===== src/rtca_pkg.sv =====
/*
 * Shared constants for the three-wire access port and its alarm registers:
 * register offsets, field masks, transfer format codes and timing figures.
 * Assumes a single 25 MHz system clock drives every module that imports it.
 */
package rtca_pkg;

   // ---------------------------------------------------------------------
   // Register offsets (4-bit address pointer space)
   // ---------------------------------------------------------------------
   localparam logic [3:0] ADDR_W_MINUTE = 4'h8;
   localparam logic [3:0] ADDR_W_HOUR   = 4'h9;
   localparam logic [3:0] ADDR_W_DAYS   = 4'ha;
   localparam logic [3:0] ADDR_D_MINUTE = 4'hb;
   localparam logic [3:0] ADDR_D_HOUR   = 4'hc;

   // ---------------------------------------------------------------------
   // Field layouts and reset values
   // ---------------------------------------------------------------------
   localparam logic [7:0] MINUTE_MASK  = 8'h7f;  // Bit 7 unused
   localparam logic [7:0] HOUR_MASK    = 8'h3f;  // Bits 7..6 unused
   localparam logic [7:0] DAYS_MASK    = 8'h7f;  // Bit 7 unused
   localparam int         HOUR_PM_BIT  = 5;      // PM flag or tens-of-20
   localparam logic [7:0] ALARM_RESET  = 8'h00;
   localparam logic [7:0] READ_UNMAPPED = 8'h00;

   // ---------------------------------------------------------------------
   // Transfer format codes (low nibble of a control byte)
   // ---------------------------------------------------------------------
   localparam logic [3:0] FMT_WR_SINGLE = 4'h8;
   localparam logic [3:0] FMT_WR_BURST  = 4'h0;
   localparam logic [3:0] FMT_RD_SINGLE = 4'hc;
   localparam logic [3:0] FMT_RD_BURST  = 4'h4;

   // ---------------------------------------------------------------------
   // Timing
   // ---------------------------------------------------------------------
   localparam int CLK_FREQ_HZ      = 25_000_000;
   localparam int CARRY_HOLD_MS    = 1000;
   // Longest time, so rounded down
   localparam int CARRY_HOLD_CYCLES = (CLK_FREQ_HZ / 1000) * CARRY_HOLD_MS;

   // Serial session phase
   typedef enum logic [1:0] {
      PH_IDLE  = 2'b00,
      PH_CMD   = 2'b01,
      PH_WDATA = 2'b10,
      PH_RDATA = 2'b11
   } rtca_phase_type;

endpackage


===== src/rtca_alarm_if.sv =====
/*
 * Register access channel between the serial engine and the alarm file.
 * Assumes both ends run on the system clock; writes are one-cycle strobes.
 */
`timescale 1ns/1ns
interface rtca_alarm_if;
   logic       wr_en;
   logic [3:0] wr_addr;
   logic [7:0] wr_data;
   logic [3:0] rd_addr;
   logic [7:0] rd_data;

   modport engine (output wr_en, output wr_addr, output wr_data,
                   output rd_addr, input rd_data);
   modport regs   (input wr_en, input wr_addr, input wr_data,
                   input rd_addr, output rd_data);
endinterface


===== src/rtca_serial_top.sv =====
/*
 * Three-wire serial access port with the alarm register file behind it.
 * Assumes the chip enable, serial clock and data pins are asynchronous to
 * clk_sys and toggle far slower than it; the pins are oversampled.
 */
//
// Behaviour
// Clock low at enable rise: drive on rising, sample on falling edges.
// Clock high at enable rise: drive on falling, sample on rising edges.
// Session opens on enable rising and closes on enable falling.
// Whole bytes; control byte gives head address high, format low.
// Every byte is shifted most significant bit first.
// Format 8h writes one byte at the pointer address.
// After a single transfer a new control byte may follow.
// Format 0h is burst write; pointer steps per byte, wraps Fh to 0h.
// Burst runs as long as the host clocks, until enable falls.
// Hour bit 5 is PM flag in 12-hour, tens-of-20 in 24-hour.
// In 12-hour mode midnight is code 12, noon is code 32.
// Weekday enable bits map to weekday values 0 to 6.
// All weekday enables clear means no weekly alarm output.
// Host must not load impossible minute or hour alarm values.
// Oscillator halt leaves alarm data undefined; unused bits read 0.
// Unused upper alarm bits ignore writes and read zero.
// Ch is single read; 4h is burst read with wrapping pointer.
// Time carries held while enable high, at most one second.
// Minute, hour, weekday matches raise alarm events; daily skips weekday.
`timescale 1ns/1ns
module rtca_serial_top
   import rtca_pkg::*;
#(
   parameter int HOLD_CYCLES = CARRY_HOLD_CYCLES
)
(
   // Clock and reset
   input  wire logic       clk_sys,
   input  wire logic       rst_b,
   // Serial pins
   input  wire logic       chip_enable,
   input  wire logic       serial_clk,
   input  wire logic       bidir_data_pin_in,
   output logic            bidir_data_pin_out,
   output logic            bidir_data_pin_oe,
   // Time counters and control
   input  wire logic [7:0] cur_minute,
   input  wire logic [7:0] cur_hour,
   input  wire logic [2:0] cur_weekday,
   input  wire logic       weekly_alarm_enable,
   input  wire logic       daily_alarm_enable,
   input  wire logic       osc_halt_flag,
   // Alarm events and carry hold
   output logic            weekly_alarm_event,
   output logic            daily_alarm_event,
   output logic            carry_hold
);

   // Elaboration check: the hold counter is only 25 bits wide
   if (HOLD_CYCLES < 1 || HOLD_CYCLES > 33_554_431) begin
      $error("HOLD_CYCLES out of range");
   end

   typedef struct packed {
      logic           ce_s1;
      logic           ce_s2;
      logic           ce_d;
      logic           sclk_s1;
      logic           sclk_s2;
      logic           sclk_d;
      logic           sio_s1;
      logic           sio_s2;
      logic           mode;
      rtca_phase_type phase;
      logic [2:0]     bits;
      logic [7:0]     shreg;
      logic [7:0]     tx;
      logic [3:0]     addr;
      logic [3:0]     fmt;
      logic           sio_out;
      logic           hold;
      logic [24:0]    hold_cnt;
   } rtca_port_state_type;

   rtca_port_state_type st;
   rtca_port_state_type next_st;
   rtca_alarm_if        bus ();

   logic       rst_m;
   logic       rst_n_sync;
   logic       ce_rise;
   logic       sclk_rise;
   logic       sclk_fall;
   logic       sample_edge;
   logic       drive_edge;
   logic [7:0] in_byte;
   logic       wr_en;

   // ---------------------------------------------------------------------
   // Reset release synchroniser
   // ---------------------------------------------------------------------
   always_ff @(posedge clk_sys or negedge rst_b) begin
      if (!rst_b) begin
         rst_m      <= 1'b0;
         rst_n_sync <= 1'b0;
      end else begin
         rst_m      <= 1'b1;
         rst_n_sync <= rst_m;
      end
   end

   // ---------------------------------------------------------------------
   // Pin edges, taken only from the second synchroniser stage onward
   // ---------------------------------------------------------------------
   assign ce_rise     = st.ce_s2 && !st.ce_d;
   assign sclk_rise   = st.sclk_s2 && !st.sclk_d;
   assign sclk_fall   = !st.sclk_s2 && st.sclk_d;
   assign sample_edge = st.mode ? sclk_rise : sclk_fall;
   assign drive_edge  = st.mode ? sclk_fall : sclk_rise;
   assign in_byte     = {st.shreg[6:0], st.sio_s2};

   // ---------------------------------------------------------------------
   // Serial engine
   // ---------------------------------------------------------------------
   always_comb begin
      next_st = st;
      wr_en   = 1'b0;
      next_st.ce_s1   = chip_enable;
      next_st.ce_s2   = st.ce_s1;
      next_st.ce_d    = st.ce_s2;
      next_st.sclk_s1 = serial_clk;
      next_st.sclk_s2 = st.sclk_s1;
      next_st.sclk_d  = st.sclk_s2;
      next_st.sio_s1  = bidir_data_pin_in;
      next_st.sio_s2  = st.sio_s1;
      if (ce_rise) begin
         // Edge polarity is latched once and kept for the session
         next_st.mode     = st.sclk_s2;
         next_st.phase    = PH_CMD;
         next_st.bits     = 3'd0;
         next_st.hold     = 1'b1;
         next_st.hold_cnt = '0;
      end else if (!st.ce_s2) begin
         // Enable low ends everything, mid-byte included
         next_st.phase   = PH_IDLE;
         next_st.hold    = 1'b0;
         next_st.sio_out = 1'b0;
      end else begin
         // Carries may not stall past one second even if enable sticks
         if (st.hold) begin
            if (st.hold_cnt == 25'(HOLD_CYCLES - 1)) begin
               next_st.hold = 1'b0;
            end else begin
               next_st.hold_cnt = st.hold_cnt + 25'd1;
            end
         end
         if (sample_edge && st.phase != PH_IDLE) begin
            next_st.shreg = in_byte;
            next_st.bits  = st.bits + 3'd1;
            if (st.bits == 3'd7) begin
               case (st.phase)
                  PH_CMD: begin
                     next_st.addr = in_byte[7:4];
                     next_st.fmt  = in_byte[3:0];
                     case (in_byte[3:0])
                        FMT_WR_SINGLE, FMT_WR_BURST: begin
                           next_st.phase = PH_WDATA;
                        end
                        FMT_RD_SINGLE, FMT_RD_BURST: begin
                           next_st.phase = PH_RDATA;
                           next_st.tx    = bus.rd_data;
                        end
                        // Unknown formats park until enable falls
                        default: next_st.phase = PH_IDLE;
                     endcase
                  end
                  PH_WDATA: begin
                     wr_en = 1'b1;
                     if (st.fmt == FMT_WR_BURST) begin
                        next_st.addr = st.addr + 4'd1;
                     end else begin
                        next_st.phase = PH_CMD;
                     end
                  end
                  PH_RDATA: begin
                     if (st.fmt == FMT_RD_BURST) begin
                        next_st.addr = st.addr + 4'd1;
                        next_st.tx   = bus.rd_data;
                     end else begin
                        next_st.phase = PH_CMD;
                     end
                  end
                  default: next_st.phase = PH_IDLE;
               endcase
            end
         end
         if (drive_edge && st.phase == PH_RDATA) begin
            next_st.sio_out = st.tx[7];
            next_st.tx      = {st.tx[6:0], 1'b0};
         end
      end
   end

   // State register
   always_ff @(posedge clk_sys or negedge rst_n_sync) begin
      if (!rst_n_sync) begin
         st <= '0;
      end else begin
         st <= next_st;
      end
   end

   // Register channel; read address looks ahead to the byte to be loaded
   assign bus.wr_en   = wr_en;
   assign bus.wr_addr = st.addr;
   assign bus.wr_data = in_byte;
   assign bus.rd_addr = (st.phase == PH_CMD) ? in_byte[7:4]
                                             : st.addr + 4'd1;

   rtca_alarm_regs rtca_alarm_regs_inst (
      .clk_sys             (clk_sys),
      .rst_n_sync          (rst_n_sync),
      .bus                 (bus.regs),
      .cur_minute          (cur_minute),
      .cur_hour            (cur_hour),
      .cur_weekday         (cur_weekday),
      .weekly_alarm_enable (weekly_alarm_enable),
      .daily_alarm_enable  (daily_alarm_enable),
      .osc_halt_flag       (osc_halt_flag),
      .weekly_alarm_event  (weekly_alarm_event),
      .daily_alarm_event   (daily_alarm_event)
   );

   // Outputs; data line driven only while a read byte is in flight
   assign bidir_data_pin_out = st.sio_out;
   assign bidir_data_pin_oe  = (st.phase == PH_RDATA);
   assign carry_hold         = st.hold;

endmodule


===== src/rtca_alarm_regs.sv =====
/*
 * Weekly and daily alarm registers with their time comparators.
 * Assumes current minute, hour and weekday come from the time counters on
 * the same clock, and the halt flag is a synchronous level.
 */
`timescale 1ns/1ns
module rtca_alarm_regs
   import rtca_pkg::*;
(
   // Clock and reset
   input  wire logic       clk_sys,
   input  wire logic       rst_n_sync,
   // Register channel
   rtca_alarm_if.regs      bus,
   // Time counters and control
   input  wire logic [7:0] cur_minute,
   input  wire logic [7:0] cur_hour,
   input  wire logic [2:0] cur_weekday,
   input  wire logic       weekly_alarm_enable,
   input  wire logic       daily_alarm_enable,
   input  wire logic       osc_halt_flag,
   // Alarm events
   output logic            weekly_alarm_event,
   output logic            daily_alarm_event
);

   typedef struct packed {
      logic [7:0] w_minute;
      logic [7:0] w_hour;
      logic [7:0] w_days;
      logic [7:0] d_minute;
      logic [7:0] d_hour;
      logic       halt_d;
      logic       w_hit;
      logic       d_hit;
      logic       w_event;
      logic       d_event;
   } rtca_alarm_state_type;

   rtca_alarm_state_type st;
   rtca_alarm_state_type next_st;
   logic                 w_match;
   logic                 d_match;

   // ---------------------------------------------------------------------
   // Next state: writes, halt clearing, comparison
   // ---------------------------------------------------------------------
   always_comb begin
      next_st = st;
      next_st.halt_d = osc_halt_flag;
      // Unused upper bits are dropped here so they always read zero
      if (bus.wr_en) begin
         case (bus.wr_addr)
            ADDR_W_MINUTE: next_st.w_minute = bus.wr_data & MINUTE_MASK;
            ADDR_W_HOUR:   next_st.w_hour   = bus.wr_data & HOUR_MASK;
            ADDR_W_DAYS:   next_st.w_days   = bus.wr_data & DAYS_MASK;
            ADDR_D_MINUTE: next_st.d_minute = bus.wr_data & MINUTE_MASK;
            ADDR_D_HOUR:   next_st.d_hour   = bus.wr_data & HOUR_MASK;
            default: ;
         endcase
      end
      // Halt means contents are no longer trusted; zero is one legal value
      if (osc_halt_flag && !st.halt_d) begin
         next_st.w_minute = ALARM_RESET;
         next_st.w_hour   = ALARM_RESET;
         next_st.w_days   = ALARM_RESET;
         next_st.d_minute = ALARM_RESET;
         next_st.d_hour   = ALARM_RESET;
      end
      // Hour bytes compare raw, so bit 5 and the 12/32 codes need no decode
      w_match = weekly_alarm_enable && (cur_minute == st.w_minute)
              && (cur_hour == st.w_hour)
              && (cur_weekday != 3'd7)
              && st.w_days[cur_weekday];
      d_match = daily_alarm_enable && (cur_minute == st.d_minute)
              && (cur_hour == st.d_hour);
      // One event per match interval, not one per cycle
      next_st.w_hit   = w_match;
      next_st.d_hit   = d_match;
      next_st.w_event = w_match && !st.w_hit;
      next_st.d_event = d_match && !st.d_hit;
   end

   // State register
   always_ff @(posedge clk_sys or negedge rst_n_sync) begin
      if (!rst_n_sync) begin
         st <= '0;
      end else begin
         st <= next_st;
      end
   end

   // Read mux; unmapped offsets read zero
   always_comb begin
      case (bus.rd_addr)
         ADDR_W_MINUTE: bus.rd_data = st.w_minute;
         ADDR_W_HOUR:   bus.rd_data = st.w_hour;
         ADDR_W_DAYS:   bus.rd_data = st.w_days;
         ADDR_D_MINUTE: bus.rd_data = st.d_minute;
         ADDR_D_HOUR:   bus.rd_data = st.d_hour;
         default:       bus.rd_data = READ_UNMAPPED;
      endcase
   end

   assign weekly_alarm_event = st.w_event;
   assign daily_alarm_event  = st.d_event;

endmodule


===== config.mk =====
export PLATFORM = sky130hd
export DESIGN_NAME = rtca_serial_top
export DESIGN_NICKNAME = d
export VERILOG_FILES = /design/src/rtca_pkg.sv /design/src/rtca_alarm_if.sv /design/src/rtca_serial_top.sv /design/src/rtca_alarm_regs.sv
export SDC_FILE = /design/constraint.sdc
export NUM_CORES = 1
export LEC_CHECK = 0
export CAP_MARGIN = 20
export CORE_UTILIZATION = 64
export DETAILED_ROUTE_END_ITERATION = 8
export DONT_BUFFER_PORTS = 1
export HOLD_SLACK_MARGIN = 0.02
export PLACE_DENSITY = 0.84
export SKIP_LAST_GASP = 1
export SYNTH_ARGS = -nofsm -noshare
export SYNTH_HDL_FRONTEND = slang
export SYNTH_SLANG_ARGS = --single-unit

===== constraint.sdc =====
create_clock -name clk_sys -period 4.2 [get_ports clk_sys]
set_input_delay 0.84 -clock clk_sys [delete_from_list [all_inputs] [get_ports clk_sys]]
set_output_delay 0.84 -clock clk_sys [all_outputs]
set_load 0.03 [all_outputs]

---- Word-level counts from Yosys, hierarchy flattened ----
Cells that the tools add are included.
storage, ports and cells
  bits in registers ....................... 112
  word-level logic and storage cells ...... 162
  input port bits ......................... 27
  output and inout bits ................... 5
cells by class
  order comparisons ....................... 1
  add/sub/neg operators ................... 3
  reductions and logical operators ........ 51
  bitwise logic cells ..................... 1
  equality and inequality tests ........... 34
  muxes and demuxes ....................... 42
operators by type and width
  kind                                            count
  two-way mux 40 bit                              2
  two-way mux 8 bit                               7
  two-way mux 26 bit                              2
  two-way mux 25 bit                              2
  == test 4 bit (second input constant)           12
  one-hot mux 8 bit (5 select lines)              1
  == test 8 bit                                   4
  two-way mux 29 bit                              1
  two-way mux 27 bit                              1
  adder 25 x 1 -> 25 bit (second input constant)  1
  == test 25 bit (second input constant)          1
  nonzero test 2 bit                              12
  two-way mux 16 bit                              1
  one-hot mux 8 bit (2 select lines)              1
  logical AND 1 bit                               14
  AND reduction 2 bit                             7
  AND reduction 7 bit                             2
  two-way mux 12 bit                              1
  two-way mux 4 bit                               3
  one-hot mux 4 bit (3 select lines)              1
  two-way mux 1 bit                               10
  two-way mux 2 bit                               5
  != test 3 x 1 -> 1 bit (second input constant)  3
  == test 4 x 3 -> 1 bit (second input constant)  2
  23 further kinds                                36

---- Logic depth before layout (Yosys ltp) ----
  depth in word-level cells ............... 11
  mapped depth ............................ 8
  gate-level depth less buffers ........... 7

---- Modules after synthesis ----
A second synthesis with hierarchy kept.
second synthesis, totals
  cells, all modules ...................... 545
  area, all modules ....................... 5609.1 µm²
modules (own cells, without submodules)
  module           instances  area each (µm²)  cells an instance  seq. area each (µm²)
  rtca_serial_top  1          3435.8           327                1651.6
  rtca_alarm_regs  1          2173.3           218                950.9

---- Worst setup path after synthesis ----
Ideal clock, no wire load.
  path type ............................... input -> register
  start ................................... in cur_minute[6]
  end ..................................... reg rtca_alarm_regs_inst.st (netlist bit rtca_alarm_regs_inst.weekly_alarm_event)
  path buffers ............................ 0
  data arrival time ....................... 2.140 ns
  setup slack ............................. 1.949 ns
  setup time .............................. 0.111 ns
  cell stages on the path ................. 5
  path through ............................ xor2_1 > nor4_1 > nand4_1 > or4_1 > a2111oi_2
RTL lines
  element               RTL line               source
  start, declared       rtca_serial_top.sv:44  input wire logic [7:0] cur_minute,
  end signal, assigned  rtca_alarm_regs.sv:89  st <= next_st;
  end, declared         rtca_alarm_regs.sv:40  rtca_alarm_state_type st;

---- Final worst setup path ----
  start ................................... reg st[55] (netlist bit)
  end ..................................... reg st[40] (netlist bit)
between the ends
  elaborated cells on any way between the ends .. 24
RTL lines
  element                             RTL line                source
  start, declared                     rtca_serial_top.sv:82   rtca_port_state_type st;
  start signal, assigned              rtca_serial_top.sv:206  st <= next_st;
  == test 2 bit (*)                   --
  net bidir_data_pin_oe               rtca_serial_top.sv:42   output logic bidir_data_pin_oe,
  one-hot mux 8 bit (2 select lines)  rtca_serial_top.sv:158  case (st.phase)
  two-way mux 16 bit                  rtca_serial_top.sv:157  if (st.bits == 3'd7) begin
  two-way mux 29 bit                  rtca_serial_top.sv:154  if (sample_edge && st.phase != PH_IDLE) begin
  two-way mux 8 bit                   rtca_serial_top.sv:194  if (drive_edge && st.phase == PH_RDATA) begin
Mark *: on every way through the listed nets, which the timed path passes. The rest lies on a longest branch. The select of a mux whose other input is x is not followed.
A chain may end at the register's enable or synchronous reset.

==> results by stage <==
Clock network:
- In this run the post-CTS setup repair buffer count came out at 0.
- The number of buffers inserted by hold repair at cts is 0.
- The number of buffers created by CTS is 9.
- The maximum clock insertion buffer count is 2.
- TritonCTS built the clock tree.
- The clock tree root buffer cell is clkbuf_8.
- The clock reaches the later pin of the worst-skew pair after 0.37 ns.
- The count of H-tree levels built during CTS is 3.
- The count of cells resized by post-cts repair is 0.
- Counting every sink on the clock net gives 104.
- The clock input transition at the sequential cells of the worst setup and hold paths is 0.10 ns.

Synth:
- The number of nets in the synthesized netlist is 615.
- The sequential cell area fraction in the yosys report is 0.4487.
- Counting flops with an async set or reset pin after synthesis yields a share of 1.000.
- By area the synthesized netlist is led by dfrtp_1, mux2i_1, nand3_1.
- In this run, synthesis produced a sequential element count of 104.
- The commonest cells after synthesis are dfrtp_1, nand2_1, nand3_1.
- The count of yosys warnings during synthesis is 0.
- Yosys mapped a number of flops with a built-in enable equal to 0.
- The cell accounting for the most synthesized area is dfrtp_1.
- Of the post-synthesis cell area, the dominant cell type holds 0.4487.
- The per-instance average area after synthesis is 9.984 sq um.
- In the synthesized netlist, the number of instances is 581.
- The cell with the most instances after synthesis is dfrtp_1.
- For this run, the leading register cell type out of synthesis is dfrtp_1.
- The number of distinct standard cells referenced by the synthesized netlist is 77.
- The area of the mapped netlist is 5801 sq um.

STA:
- The count of final setup violators is 0.
- The final-report max-slew violation count was 0.
- The share of the clock period used by the worst path is 0.6731.
- The timing-limited maximum frequency is 0.3537 GHz.
- Headroom to the max-slew limit came out at 0.4252.
- In the final timing run, aggregate negative setup slack is 0 ns.
- Between clock sinks in the finished design, the worst skew comes to 0.01539 ns.
- The clock period minus final worst setup slack is 2.827 ns.
- Setup repair after global routing left no endpoint under its margin.
- For the pin with the worst max-slew slack, the measured transition is 0.8549 ns.
- The number of endpoints with negative hold slack in the final report is 0.
- Across all hold checks on the routed design, the worst slack comes to 0.1513 ns.

Worst setup path:
- For the worst flop-to-flop path, the logic depth is 6.
- The largest individual stage delay along the critical path comes from the cell dfrtp_1.
- The worst setup path is launched from a register.
- The signal on the critical path passes through nand2_1 > inv_1 > o21ai_1 > a2111oi_4 > nand4_2 > o22ai_1.
- The end of the worst register-to-register path is st[40].
- The worst setup path is captured at a register.
- The largest driver fanout on the critical path is 21.
- STA puts the critical path data required time at 4.48 ns.
- The worst register-to-register path begins at st[55].
- For the worst setup path, the data arrival time is 3.10 ns.
- The critical path in this run is classified as reg2reg.
- The critical path's largest stage delay is 0.74 ns.
- Setup slack on the worst reg-to-reg path comes out at 1.37 ns.

Finish:
- The layout has 636 filler cells.
- The number of antenna diodes in the final layout is 0.
- The synthesis-to-layout area growth is 4.940%.
- The share of layout cells above drive strength 1 is 0.1099.
- At the end of the flow, the number of nets in the layout was 602.

Route:
- Using the TritonRoute via totals, the vias-per-cell ratio works out to 6.750.
- After detailed routing, the average wire length per cell comes to 19.46 um.
- Wires add up to 13260 um.
- The total vias in the final route is 4597.
- The pre-antenna-repair detailed-routing pass consisted of 5 iterations.
- The DRC violation total after the first TritonRoute iteration is 355.
- The residual DRC count is 0.
- In this run the remaining antenna-violating nets after routing total 0.

Global route:
- The pin count of the biggest net entering global routing is 68.
- The global-route usage over all layers is 0.2917.
- The initial antenna violation count is 0.
- The number of global-route vias before repair was 4385.
- The overflow left after global routing is 0.
- The first global-routing pass estimated 21890 um of wire.

Power:
- The analysis attributes to cell leakage a power of 2.582 nW.
- Summed over all nets, the switching power comes to 0.4575 mW.
- For this design the ratio of total power to cell area is 308.1 nW/um^2.
- The proportion of power drawn by the clock network is 0.374.
- The internal power of the cells is 1.418 mW.
- The share of total power dissipated in combinational logic is 0.053.
- The worst voltage drop across the vdd grid is 0.1993 mV.
- Of the total power, the share spent switching nets is 0.2440.
- Of the total power, registers draw 0.573.

Die:
- The floorplan step defined a die boundary enclosing 9448 sq um.
- The die is 97.20 um wide.
- The height of the die is 97.20 um.
- The number of I/O pins is 32.
- The total area inside the core boundary comes to 8763 sq um.
- The initial standard-cell utilization of the core is 0.6619.
- The row count is 34.

Outcome:
- The run finished with clean final reports.

Run:
- The number of violations of the max-capacitance limit is 0.

Placement:
- The final weighted congestion in routability-driven placement is 0.9562.
- The detailed-placement wirelength estimate is 9437 um.
- In this run the tool buffered the top-level ports with 0 buffer cells.

Hold path:
- The worst hold path belongs to the class in2async.
## layout make-up
type | count | area [sq um] | area share
multi-input combinational | 425 | 2982 | 0.4898
inverter | 25 | 93.84 | 0.01542
sequential | 104 | 2606 | 0.4282
timing repair buffer | 3 | 42.54 | 0.006989
tap | 108 | 135.1 | 0.02220
clock inverter | 5 | 86.33 | 0.01418
clock buffer | 11 | 141.4 | 0.02323
## stage by stage
stage          instances  cell area (sq um)    util  worst slack [ns]  power [mW]
2_1_floorplan        581               5801       -             1.088       1.159
3_5_place_dp         665               5859  0.6686             1.443       1.194
4_1_cts              681               6087  0.6946             1.384       1.888
3_3_place_gp         664               5832  0.6655             1.595       1.185
6_report             681               6087  0.6946             1.373       1.875
5_1_grt              681               6087  0.6946             1.176       1.942
## registers in the layout, indices dropped and copies added (netlist names)
| signal | cells |
|---|---|
| rst_m | 1 |
| rtca_alarm_regs_inst.weekly_alarm_event | 1 |
| carry_hold | 1 |
| rst_n_sync | 1 |
| rtca_alarm_regs_inst.daily_alarm_event | 1 |
| next_st | 5 |
| st | 45 |
| rtca_alarm_regs_inst.st | 36 |
| bidir_data_pin_out | 1 |
| bus.wr_data | 8 |
| bus.wr_addr | 4 |
## logic make-up after synthesis
group / share of synthesized area
and+or+nand+nor: 0.2060
AOI/OAI and AO/OA: 0.1782
DFF: 0.4487
buffers and inverters: 0.03775
muxes: 0.06838
xor gates and xnor gates: 0.04530
adders and majority gates: 0.01510
other: 0.0006465
## worst max-delay path, delay by kind of cell, from the launching register on
kind            cells  cell delay, ns
compound gates      3            1.18
simple gates        2            0.52
buf+inv             1            0.30
flops               1            0.74
## power by group through the flow
stage | registers (mW) | clock network (mW) | logic [mW]
final | 1.07 | 0.701 | 0.0999
after global routing | 1.08 | 0.751 | 0.111
after CTS | 1.07 | 0.713 | 0.0999
after detailed placement | 1.09 | 0 | 0.0993
after global placement | 1.09 | 0 | 0.0925
after floorplan | 1.07 | 0 | 0.0900
## worst max-delay path by stage
stage | end | slack (ns) | start | depth (start not counted)
after global routing | st[40] | 1.18 | st[55] | 6
after floorplan | bidir_data_pin_out | 1.09 | rst_n_sync | 0
after global placement | st[41] | 1.59 | st[55] | 6
final | st[40] | 1.37 | st[55] | 6
after detailed placement | st[40] | 1.44 | st[55] | 6
after CTS | st[40] | 1.38 | st[55] | 6
## layer usage
layer | wire length, um | GRT usage
met1 | 5603 | 0.3867
met2 | 6421 | 0.4724
met5 | 0 | 0
met3 | 926 | 0.06043
met4 | 304 | 0.1125
## placed cells by master (no fill, tap or decap), types with 8 or more instances in the layout
| cell | count |
|---|---|
| dfrtp_1 | 103 |
| xnor2_1 | 21 |
| mux2_2 | 11 |
| o211ai_1 | 10 |
| xor2_1 | 9 |
| o22ai_1 | 8 |
| a21oi_1 | 31 |
| mux2i_1 | 25 |
| nor2_1 | 40 |
| nand4_1 | 13 |
| o21ai_0 | 9 |
| nand3_1 | 43 |
| inv_1 | 24 |
| nand2_1 | 55 |
| clkbuf_8 | 10 |
| or3_1 | 8 |
(Power assumes the default switching activity.)
